===== config.mk =====
export PLATFORM = sky130hd
export DESIGN_NAME = psf_cmd
export DESIGN_NICKNAME = d
export VERILOG_FILES = /design/src/psf_pkg.sv /design/src/psf_cmd.sv
export VERILOG_INCLUDE_DIRS = /design/src
export SDC_FILE = /design/constraint.sdc
export NUM_CORES = 1
export LEC_CHECK = 0
export ABC_CLOCK_PERIOD_IN_PS = 5700
export BUFFER_PORTS_ARGS = -buffer_cell sky130_fd_sc_hd__buf_2
export CAP_MARGIN = 5
export CORE_MARGIN = 2
export CORE_UTILIZATION = 50
export DETAILED_ROUTE_END_ITERATION = 12
export GPL_TIMING_DRIVEN = 0
export PLACE_DENSITY = 0.75
export SYNTH_ARGS = -nofsm -noshare
export SYNTH_HDL_FRONTEND = slang
export SYNTH_SLANG_ARGS = --single-unit

===== constraint.sdc =====
create_clock -name aclk -period 5.7 [get_ports aclk]
set_input_delay 0.855 -clock aclk [delete_from_list [all_inputs] [get_ports aclk]]
set_output_delay 0.855 -clock aclk [all_outputs]
set_load 0.005 [all_outputs]

===== src/psf_defines.svh =====
`ifndef PSF_DEFINES_SVH
`define PSF_DEFINES_SVH

// Command bytes
`define PSF_ESC_BYTE        8'h1b
`define PSF_OP_DSTRIKE      8'h47
`define PSF_OP_FEED         8'h4a
`define PSF_OP_EMPH         8'h45

// Register byte offsets
`define PSF_REG_CTRL        4'h0
`define PSF_REG_UNIT        4'h4
`define PSF_REG_STATUS      4'h8
`define PSF_REG_FEED        4'hc

// Control field positions
`define PSF_CTRL_PAGE_BIT   0
`define PSF_CTRL_CORNER_LO  1
`define PSF_CTRL_CORNER_HI  2

// Reset values (units in micrometres)
`define PSF_CTRL_RST        32'h0000_0000
`define PSF_UNIT_X_RST      16'h007d
`define PSF_UNIT_Y_RST      16'h007d

// Longest feed in millimetres and micrometres
`define PSF_FEED_MAX_MM     150
`define PSF_FEED_MAX_UM     (`PSF_FEED_MAX_MM * 1000)

// AXI responses
`define PSF_RESP_OKAY       2'b00
`define PSF_RESP_SLVERR     2'b10

`endif


===== src/psf_pkg.sv =====
package psf_pkg;

  // Print-start corner, coded as the corner command's parameter
  typedef enum logic [1:0] {
    PSF_CORNER_UL = 2'b00,
    PSF_CORNER_LL = 2'b01,
    PSF_CORNER_LR = 2'b10,
    PSF_CORNER_UR = 2'b11
  } psf_corner_t;

  // Parser states
  typedef enum logic [2:0] {
    PSF_ST_IDLE  = 3'b000,
    PSF_ST_ESC   = 3'b001,
    PSF_ST_PAR_G = 3'b010,
    PSF_ST_PAR_J = 3'b011,
    PSF_ST_PAR_E = 3'b100
  } psf_state_t;

  // Host byte stream
  typedef struct packed {
    logic       valid;
    logic [7:0] data;
  } psf_byte_t;

  // Print-and-feed order to the engine
  typedef struct packed {
    logic        valid;
    logic        use_horiz;
    logic [31:0] dist_um;
  } psf_feed_t;

  // AXI4-Lite master-to-slave signals
  typedef struct packed {
    logic [3:0]  awaddr;
    logic        awvalid;
    logic [31:0] wdata;
    logic [3:0]  wstrb;
    logic        wvalid;
    logic        bready;
    logic [3:0]  araddr;
    logic        arvalid;
    logic        rready;
  } psf_axi_req_t;

  // AXI4-Lite slave-to-master signals
  typedef struct packed {
    logic        awready;
    logic        wready;
    logic [1:0]  bresp;
    logic        bvalid;
    logic        arready;
    logic [31:0] rdata;
    logic [1:0]  rresp;
    logic        rvalid;
  } psf_axi_rsp_t;

endpackage : psf_pkg


===== src/psf_cmd.sv =====
`timescale 1ns/1ps
`include "psf_defines.svh"

// Overview of operation
// - Escape 0x47 plus one byte; starts off
// - Only parameter bit zero sets double strike
// - Double strike prints as emphasized
// - Double strike only on single-byte characters
// - Escape 0x4a: print, feed n times unit
// - After feed, go to next line start
// - Standard mode feeds by vertical unit
// - Page mode UL/LR corner: vertical unit
// - Page mode UR/LL corner: horizontal unit
// - Feed clamped to 150 mm maximum
// - Emphasis set by its parameter bit zero
module psf_cmd (
  input  wire logic          aclk,
  input  wire logic          aresetn,
  input  wire psf_pkg::psf_axi_req_t axi_req,
  output psf_pkg::psf_axi_rsp_t      axi_rsp,
  input  wire psf_pkg::psf_byte_t    host_byte,
  output logic               host_ready,
  input  wire logic          char_single_byte,
  output logic               bold_active,
  output psf_pkg::psf_feed_t feed_out,
  output logic               line_start
);
  import psf_pkg::*;

  //////////////////////////////////////////////////////////////////////////
  // State

  psf_state_t  state_r;          // Parser state
  psf_state_t  state_nxt;        // Next parser state
  logic        dstrike_r;        // Double-strike flag
  logic        emph_r;           // Emphasis flag
  logic [31:0] ctrl_r;           // Mode and corner
  logic [15:0] unit_x_r;         // Horizontal unit, um
  logic [15:0] unit_y_r;         // Vertical unit, um
  logic [31:0] feed_r;           // Last feed distance
  psf_feed_t   feed_r_out;       // Feed order register
  logic        line_start_r;     // Next-line pulse
  logic        bvalid_r;         // Write answer pending
  logic [1:0]  bresp_r;          // Write answer code
  logic        rvalid_r;         // Read answer pending
  logic [1:0]  rresp_r;          // Read answer code
  logic [31:0] rdata_r;          // Read data

  //////////////////////////////////////////////////////////////////////////
  // Byte stream decoding

  // Every byte is taken; the parser never stalls the host
  assign host_ready = 1'b1;

  wire         byte_take  = host_byte.valid;
  wire  [7:0]  byte_val   = host_byte.data;
  wire         is_esc     = byte_val == `PSF_ESC_BYTE;
  wire         param_g    = byte_take && (state_r == PSF_ST_PAR_G);
  wire         param_j    = byte_take && (state_r == PSF_ST_PAR_J);
  wire         param_e    = byte_take && (state_r == PSF_ST_PAR_E);

  // Parser next state
  always_comb begin
    state_nxt = state_r;
    if (byte_take) begin
      case (state_r)
        PSF_ST_IDLE: begin
          // Plain data bytes are left to the print path
          state_nxt = is_esc ? PSF_ST_ESC : PSF_ST_IDLE;
        end
        PSF_ST_ESC: begin
          case (byte_val)
            `PSF_OP_DSTRIKE: state_nxt = PSF_ST_PAR_G;
            `PSF_OP_FEED:    state_nxt = PSF_ST_PAR_J;
            `PSF_OP_EMPH:    state_nxt = PSF_ST_PAR_E;
            // Other commands are decoded elsewhere
            default:         state_nxt = PSF_ST_IDLE;
          endcase
        end
        // One parameter byte, then straight back to idle
        PSF_ST_PAR_G: state_nxt = PSF_ST_IDLE;
        PSF_ST_PAR_J: state_nxt = PSF_ST_IDLE;
        PSF_ST_PAR_E: state_nxt = PSF_ST_IDLE;
        default:      state_nxt = PSF_ST_IDLE;
      endcase
    end
  end

  // Parser register
  always_ff @(posedge aclk) begin
    if (!aresetn) state_r <= PSF_ST_IDLE;
    else          state_r <= state_nxt;
  end

  //////////////////////////////////////////////////////////////////////////
  // Print modes

  // Only bit zero of the parameter counts
  always_ff @(posedge aclk) begin
    if (!aresetn) begin
      dstrike_r <= 1'b0;
      emph_r    <= 1'b0;
    end else begin
      if (param_g) dstrike_r <= byte_val[0];
      if (param_e) emph_r    <= byte_val[0];
    end
  end

  // No separate double-strike head: it reuses emphasis, and only
  // for the single-byte character set
  assign bold_active = emph_r | (dstrike_r & char_single_byte);

  //////////////////////////////////////////////////////////////////////////
  // Feed distance

  wire          page_mode = ctrl_r[`PSF_CTRL_PAGE_BIT];
  psf_corner_t  corner;
  assign corner = psf_corner_t'(
    ctrl_r[`PSF_CTRL_CORNER_HI:`PSF_CTRL_CORNER_LO]);

  // UR and LL corners rotate the feed onto the horizontal unit
  wire use_horiz = page_mode &&
                   (corner == PSF_CORNER_UR ||
                    corner == PSF_CORNER_LL);
  wire [15:0] unit_sel = use_horiz ? unit_x_r : unit_y_r;

  // 8 x 16 bit product fits 24 bits, widened to the feed word
  wire [23:0] feed_raw = byte_val * unit_sel;
  wire [31:0] feed_max = 32'(`PSF_FEED_MAX_UM);
  // Clamp instead of rejecting an over-long request
  wire [31:0] feed_dist = ({8'h00, feed_raw} > feed_max) ?
                          feed_max : {8'h00, feed_raw};

  // Feed order and next-line pulse, one cycle after the parameter
  always_ff @(posedge aclk) begin
    if (!aresetn) begin
      feed_r_out   <= '0;
      feed_r       <= 32'h0000_0000;
      line_start_r <= 1'b0;
    end else begin
      feed_r_out.valid <= param_j;
      line_start_r     <= param_j;
      if (param_j) begin
        feed_r_out.use_horiz <= use_horiz;
        feed_r_out.dist_um   <= feed_dist;
        feed_r               <= feed_dist;
      end
    end
  end

  assign feed_out   = feed_r_out;
  assign line_start = line_start_r;

  //////////////////////////////////////////////////////////////////////////
  // AXI4-Lite slave

  // Address and data are taken together, one write at a time
  wire wr_take = axi_req.awvalid && axi_req.wvalid && !bvalid_r;
  wire rd_take = axi_req.arvalid && !rvalid_r;
  wire wr_ctrl = wr_take && axi_req.awaddr == `PSF_REG_CTRL;
  wire wr_unit = wr_take && axi_req.awaddr == `PSF_REG_UNIT;
  wire wr_hit  = wr_ctrl || wr_unit ||
                 axi_req.awaddr == `PSF_REG_STATUS ||
                 axi_req.awaddr == `PSF_REG_FEED;

  // Byte-lane merge of a write into an old word
  function automatic logic [31:0] psf_merge(input logic [31:0] old_v,
                                            input logic [31:0] new_v,
                                            input logic [3:0]  strb);
    logic [31:0] res;
    res = old_v;
    for (int i = 0; i < 4; i++) begin
      if (strb[i]) res[i*8 +: 8] = new_v[i*8 +: 8];
    end
    return res;
  endfunction : psf_merge

  wire [31:0] unit_word = {unit_y_r, unit_x_r};
  wire [31:0] unit_new  = psf_merge(unit_word, axi_req.wdata,
                                    axi_req.wstrb);
  wire [31:0] ctrl_new  = psf_merge(ctrl_r, axi_req.wdata,
                                    axi_req.wstrb) & 32'h0000_0007;

  // Read decode; status shows the parser's own flags
  wire [31:0] status_word = {27'h0, state_r, emph_r, dstrike_r};
  wire        rd_hit = axi_req.araddr == `PSF_REG_CTRL ||
                       axi_req.araddr == `PSF_REG_UNIT ||
                       axi_req.araddr == `PSF_REG_STATUS ||
                       axi_req.araddr == `PSF_REG_FEED;
  wire [31:0] rd_word =
    (axi_req.araddr == `PSF_REG_CTRL)   ? ctrl_r      :
    (axi_req.araddr == `PSF_REG_UNIT)   ? unit_word   :
    (axi_req.araddr == `PSF_REG_STATUS) ? status_word :
    (axi_req.araddr == `PSF_REG_FEED)   ? feed_r      : 32'h0000_0000;

  // Software-written settings
  always_ff @(posedge aclk) begin
    if (!aresetn) begin
      ctrl_r   <= `PSF_CTRL_RST;
      unit_x_r <= `PSF_UNIT_X_RST;
      unit_y_r <= `PSF_UNIT_Y_RST;
    end else begin
      if (wr_ctrl) ctrl_r <= ctrl_new;
      if (wr_unit) begin
        unit_x_r <= unit_new[15:0];
        unit_y_r <= unit_new[31:16];
      end
    end
  end

  // Write answer, held until the master takes it
  always_ff @(posedge aclk) begin
    if (!aresetn) begin
      bvalid_r <= 1'b0;
      bresp_r  <= `PSF_RESP_OKAY;
    end else if (wr_take) begin
      bvalid_r <= 1'b1;
      bresp_r  <= wr_hit ? `PSF_RESP_OKAY : `PSF_RESP_SLVERR;
    end else if (axi_req.bready) begin
      bvalid_r <= 1'b0;
    end
  end

  // Read answer; unmapped reads give zero and an error code
  always_ff @(posedge aclk) begin
    if (!aresetn) begin
      rvalid_r <= 1'b0;
      rresp_r  <= `PSF_RESP_OKAY;
      rdata_r  <= 32'h0000_0000;
    end else if (rd_take) begin
      rvalid_r <= 1'b1;
      rresp_r  <= rd_hit ? `PSF_RESP_OKAY : `PSF_RESP_SLVERR;
      rdata_r  <= rd_word;
    end else if (axi_req.rready) begin
      rvalid_r <= 1'b0;
    end
  end

  // Ready signals are combinational: write readies follow wr_take, read ready the pending flag
  assign axi_rsp.awready = wr_take;
  assign axi_rsp.wready  = wr_take;
  assign axi_rsp.bvalid  = bvalid_r;
  assign axi_rsp.bresp   = bresp_r;
  assign axi_rsp.arready = !rvalid_r;
  assign axi_rsp.rvalid  = rvalid_r;
  assign axi_rsp.rresp   = rresp_r;
  assign axi_rsp.rdata   = rdata_r;

endmodule : psf_cmd


# Yosys cells after proc, flatten, opt, wreduce, memory -nomap -nowiden
# Index checks and enable logic that the tools add are counted.
[classes]
div_mod_pow = 0
shifts = 0
n_reduce_logical = 28
n_mux = 15
addsub = 0
bitwise_logic = 2
eq_ne = 16
n_lt_le_gt_ge = 1
multipliers = 1
[ops]
columns = ["cell", "n"]
rows = [
  ["$mux W32", 4],
  ["$eq A8 B7 Y1 const B", 3],
  ["$gt A24 B18 Y1 const B", 1],
  ["$mul A8 B16 Y24", 1],
  ["$mux W24", 1],
  ["$eq A4 B4 Y1 const B", 4],
  ["$mux W16", 1],
  ["$reduce_and A2 Y1", 5],
  ["$logic_and A1 B1 Y1", 9],
  ["$pmux W3 S3", 1],
  ["$eq A4 B3 Y1 const B", 2],
  ["$eq A8 B5 Y1 const B", 1],
  ["$logic_not A4 Y1", 2],
  ["$logic_or A1 B1 Y1", 7],
  ["$eq A3 B2 Y1 const B", 2],
  ["$pmux W3 S2", 1],
  ["$mux W1", 5],
  ["$mux W2", 2],
  ["$reduce_bool A2 Y1", 2],
  ["$eq A3 B1 Y1 const B", 1],
  ["$eq A3 B3 Y1 const B", 1],
  ["$logic_not A3 Y1", 1],
  ["$eq A2 B1 Y1 const B", 1],
  ["$eq A2 B2 Y1 const B", 1],
  ["3 further kinds", 4],
]
[totals]
romBits = 0
memories = 0
latch_bits = 0
inputBits = 61
mem_bits_rw = 0
register_bits = 112
out_inout_bits = 78

# Depth between registers and ports, before layout
[depth]
word_depth = 7
depth_mapped = 23
ltp_nobuf = 20

# Worst setup path after synthesis
# No wires, ideal clock.
[synth_timing]
path_kind = "register -> register"
startpoint = "register ctrl_r[1]"
endpoint = "register feed_r_out (netlist bit feed_out[0])"
t_required_ns = 5.585
path_stages_with_launch = 22
slack_ns = -0.374
t_arrival_ns = 5.959
n_path_buf = 2
cell_sequence = "dfxtp_1 > nand2_4 > buf_1 > mux2i_1 > nand2b_1 > fa_1 > fa_1 > inv_1 > fa_1 > inv_1 > fa_1 > inv_1 > ha_1 > a21oi_1 > o211ai_2 > xnor2_1 > or4b_1 > nor4_2 > o311ai_2 > and4_4 > buf_6 > a31o_1"
[synth_via]
elab_chain_len = 7
[synth_rtl]
columns = ["element", "line_no", "source"]
rows = [
  ["from (decl)", "psf_cmd.sv:37", "logic [31:0] ctrl_r;"],
  ["from (signal assigned)", "psf_cmd.sv:199", "ctrl_r <= `PSF_CTRL_RST;"],
  ["from (signal assigned)", "psf_cmd.sv:203", "if (wr_ctrl) ctrl_r <= ctrl_new;"],
  ["$eq A2 B2 Y1 / $eq A2 B1 Y1 (equally long branches)", "psf_cmd.sv:123, psf_cmd.sv:124", ""],
  ["$logic_or A1 B1 Y1 (*)", "psf_cmd.sv:123", "(corner == PSF_CORNER_UR ||"],
  ["$logic_and A1 B1 Y1 (*)", "psf_cmd.sv:122", "wire use_horiz = page_mode &&"],
  ["$mux W16 (*)", "psf_cmd.sv:125", "wire [15:0] unit_sel = use_horiz ? unit_x_r : unit_y_r;"],
  ["$mul A8 B16 Y24 (*)", "psf_cmd.sv:128", "wire [23:0] feed_raw = byte_val * unit_sel;"],
  ["$gt A24 B18 Y1", "psf_cmd.sv:131", "wire [31:0] feed_dist = ({8'h00, feed_raw} > feed_max) ?"],
  ["$mux W24 (*)", "psf_cmd.sv:131", ""],
  ["to (decl)", "psf_cmd.sv:41", "psf_feed_t feed_r_out;"],
]
# Every way passes the cells marked *; elsewhere a longest branch is shown, timed or not.
# A chain may end at the register's enable or synchronous reset.

# Worst setup path after layout
[layout_timing]
startpoint = "register ctrl_r[1]"
endpoint = "register feed_r_out (netlist bit feed_out[8])"
# Same word-level chain as after synthesis.

==> key figures <==
Floorplanning
  • Io pins: 139
  • Die height: 134 um
  • Core area: 0.0166 mm^2
  • DIE AREA: 0.0181 mm^2
  • Initial core utilization: 51.3%
  • Die span in x: between 100 and 150 um
  • Rows: 47

Placement
  • DP Wirelength: 19,400 um
  • RePlAce Congestion: 0.895
  • Dpl cells: 1,369
  • Port-buffer cells: 121

Clock network
  • Clock Tree Root: clkbuf_16
  • Max clock buf depth: 2
  • Clock transition at the registers of the reported paths: 70 ps
  • CTS H-tree lvls: 3
  • CTS tree: built
  • Worst skew pair latency: 350 ps
  • TritonCTS buffer count: 9
  • CTS sink count: 102

Routing
  • Routed Antenna Nets: 0
  • Wire per inst: 19.1 um
  • DRT iter0 DRCs: 859
  • Vias/cell: 5.77
  • DR vias: approximately 8.3k
  • First-pass DRT Iterations: 9
  • DRT Wirelength: between 20,000 and 30,000 um
  • Post-route DRC: 0

Yosys
  • Sequential share of the synthesized area: approximately 24%
  • Main synth FF type: dfxtp_1
  • Post-synthesis mux area share: 3.55%
  • Yosys warning count: 0
  • Synth Area in Simple Gates: 22.4%
  • Synth Area in Compound Gates: between 10% and 20%
  • Post-synth ARST share: 0%
  • Mapped Cells: 1,019
  • Synth Cell Area: approximately 0.0085 mm^2
  • Largest family of logic cells by synthesized area: adder cells
  • Yosys reg bits: 102
  • Xor and xnor fraction of the mapped netlist area: 1.34%
  • Synth cell types: 60
  • Avg Cell Area, Syn: ~8.3 um^2
  • Fraction of the mapped netlist area in adder cells: a little over a quarter
  • Number of synthesized flops with an enable pin: 0

Finish
  • N_diodes: 0
  • Leading cell type in the layout, fill and taps excluded: buf_2
  • Final nets: 1,399
  • Fillers: 1,301
  • Commonest cells after routing, fill and taps aside: 119 x buf_2, 117 x nand2_1, 106 x inv_1
  • Share of layout cells above drive strength 1: 26.9%
  • Final non-filler cell total: 1,435
  • P&R area growth vs syn: 30.0%

Outcome
  • Failing checks: negative setup slack
  • Status: finished with violations

Worst setup path
  • R2R depth: 25
  • Worst setup SP type: flop
  • CP Data Required Time: 5940 ps
  • Nature of the critical path endpoint: flop
  • Critical path class: flop to flop
  • Worst R2R Setup Slack: -90 ps
  • Reg-to-reg endpoint: feed_out[8]
  • Maximum fanout along the worst path: 8
  • CP arrival: 6030 ps
  • Worst r2r src: ctrl_r[1]

Power
  • Leakage: roughly 5.0 nW
  • Design Power: around 3 mW
  • Maximum VDD drop: roughly 0.22 mV
  • Power Dens Cells: between 200 and 300 mW/mm^2

Flow run
  • Max_cap viols: 0

Global routing
  • Largest net degree at the start of global routing: 18
  • Vias in the first global route: 8,126
  • Initial antenna violation count: 0
  • Total GRT Usage: 29.5%
  • GR Overflow Total: 0
  • First-pass GRT wire length: 41,900 um

Timing
  • Final setup margin: -89.6 ps
  • Final period utilization: 102%
  • Setup TNS: -449 ps
  • Worst slew margin: 44.9%
  • Skew final: 10.6 ps
  • RSZ-0062 raised after global routing: yes
  • Least-Margin Pin Slew: 823 ps
  • FMAX: 173 MHz
  • Final min period: 5790 ps
  • Final Hold Fails: 0
  • Hold slack: 452 ps
  • Final setup vio count: 8
  • Final Max Tran Viols: 0

Min path
  • Hold Path Depth: 2
  • Min-Delay Startpoint: rdata_r[31]
  • Hold path endpoint: rdata_r[31]
  • Min-Delay Path Class: flop to flop
## worst max-delay path by stage
| stage | from | endpoint | slack [ps] | cells after the start |
|---|---|---|---|---|
| floorplan | host_byte[4] | feed_out[11] | 2 | 19 |
| CTS | ctrl_r[0] | feed_out[13] | 30 | 20 |
| global placement | ctrl_r[1] | feed_out[17] | -960 | 19 |
| global route | ctrl_r[1] | feed_out[4] | -230 | 23 |
| detailed placement | ctrl_r[1] | feed_out[17] | -1040 | 21 |
| finish | ctrl_r[1] | feed_out[8] | -90 | 25 |
## Yosys cell counts (16+ instances only)
| cell | number | area [um^2] |
|---|---|---|
| nand2_1 | 123 | 462 |
| nor2b_1 | 72 | 450 |
| buf_4 | 16 | 120 |
| dfxtp_1 | 102 | 2040 |
| nand3_1 | 45 | 225 |
| o221ai_1 | 20 | 175 |
| clkbuf_1 | 47 | 176 |
| ha_1 | 44 | 551 |
| a21oi_1 | 83 | 415 |
| inv_1 | 110 | 413 |
| nor2_1 | 69 | 259 |
| mux2i_1 | 20 | 200 |
| fa_1 | 84 | 1680 |
| o21ai_0 | 31 | 155 |
## area by class of cell
cell class              instances  area (um^2)  share of cell area [%]
plain buffers                  59          327                    2.95
clock buffers                  10          229                    2.07
clock inverters                 6         46.3                   0.419
inverters                     110          413                    3.73
multi-input cells             752         6500                    58.8
flip-flops and latches        102         2050                    18.5
well taps                     220          275                    2.49
repair buffers                176         1210                    11.0
## metrics by stage
stage	cell area [um^2]	setup slack, ps	utilization, %
floorplan	8620	2.07	-
global placement	9500	-960	57.3
global route	11100	-229	66.7
detailed placement	9500	-1040	57.3
CTS	10500	27.3	63.2
finish	11100	-89.6	66.7
## power by group
part	total (mW)	switching, mW	internal, mW
Clock	0.584	0.284	0.300
Sequential	0.723	0.00534	0.718
Combinational	1.73	0.948	0.784
Total	3.04	1.24	1.80
## flip-flops by register name (all words and copies together) (netlist names)
register and cells:
bresp_r 1, bvalid_r 1, ctrl_r 3, dstrike_r 1
emph_r 1, feed_out 25, line_start 1, rdata_r 32
rresp_r 1, rvalid_r 1, state_r 3, unit_x_r 16
unit_y_r 16
## layer usage
layer / wire (um) / global-route usage (%) / vias to the layer above
li1: - / - / 3751
met1: 10900 / 39.0 / 4012
met2: 13000 / 48.5 / 423
met3: 2230 / 5.06 / 101
met4: 1300 / 11.5 / 0
met5: 0 / 0 / -
## logic make-up (layout without fill, tap and decap cells)
| family | count (synthesis) | after routing |
|---|---|---|
| AOI/OAI and AO/OA | 185 | 185 |
| xor gates and xnor gates | 13 | 13 |
| adders and majority gates | 128 | 128 |
| buffers and inverters | 175 | 361 |
| DFF | 102 | 102 |
| muxes | 29 | 29 |
| other | 2 | 11 |
| and+or+nand+nor | 385 | 386 |
## critical path, stage by stage (launching register included)
cell,delay (ps)
dfxtp_4,390
nand2_8,100
buf_12,170
mux2i_4,210
buf_12,150
nand2b_4,130
fa_1,500
fa_1,510
inv_2,40
fa_1,490
inv_2,40
fa_1,550
inv_2,50
ha_4,300
buf_6,120
nand2_4,50
o31ai_4,300
buf_6,160
o211ai_1,80
buf_4,170
a21oi_4,160
mux2i_2,100
nor4_4,360
buf_4,190
and4_4,270
a21oi_1,80
## timing repair
action	4_1_cts	5_1_grt
gates cloned	1	1
pin swaps	18	50
endpoints found under the setup margin	18	18
setup buffers	31	23
hold buffers	0	0
resized for setup	87	85
endpoints found under the hold margin	0	0
(Power assumes the default switching activity.)
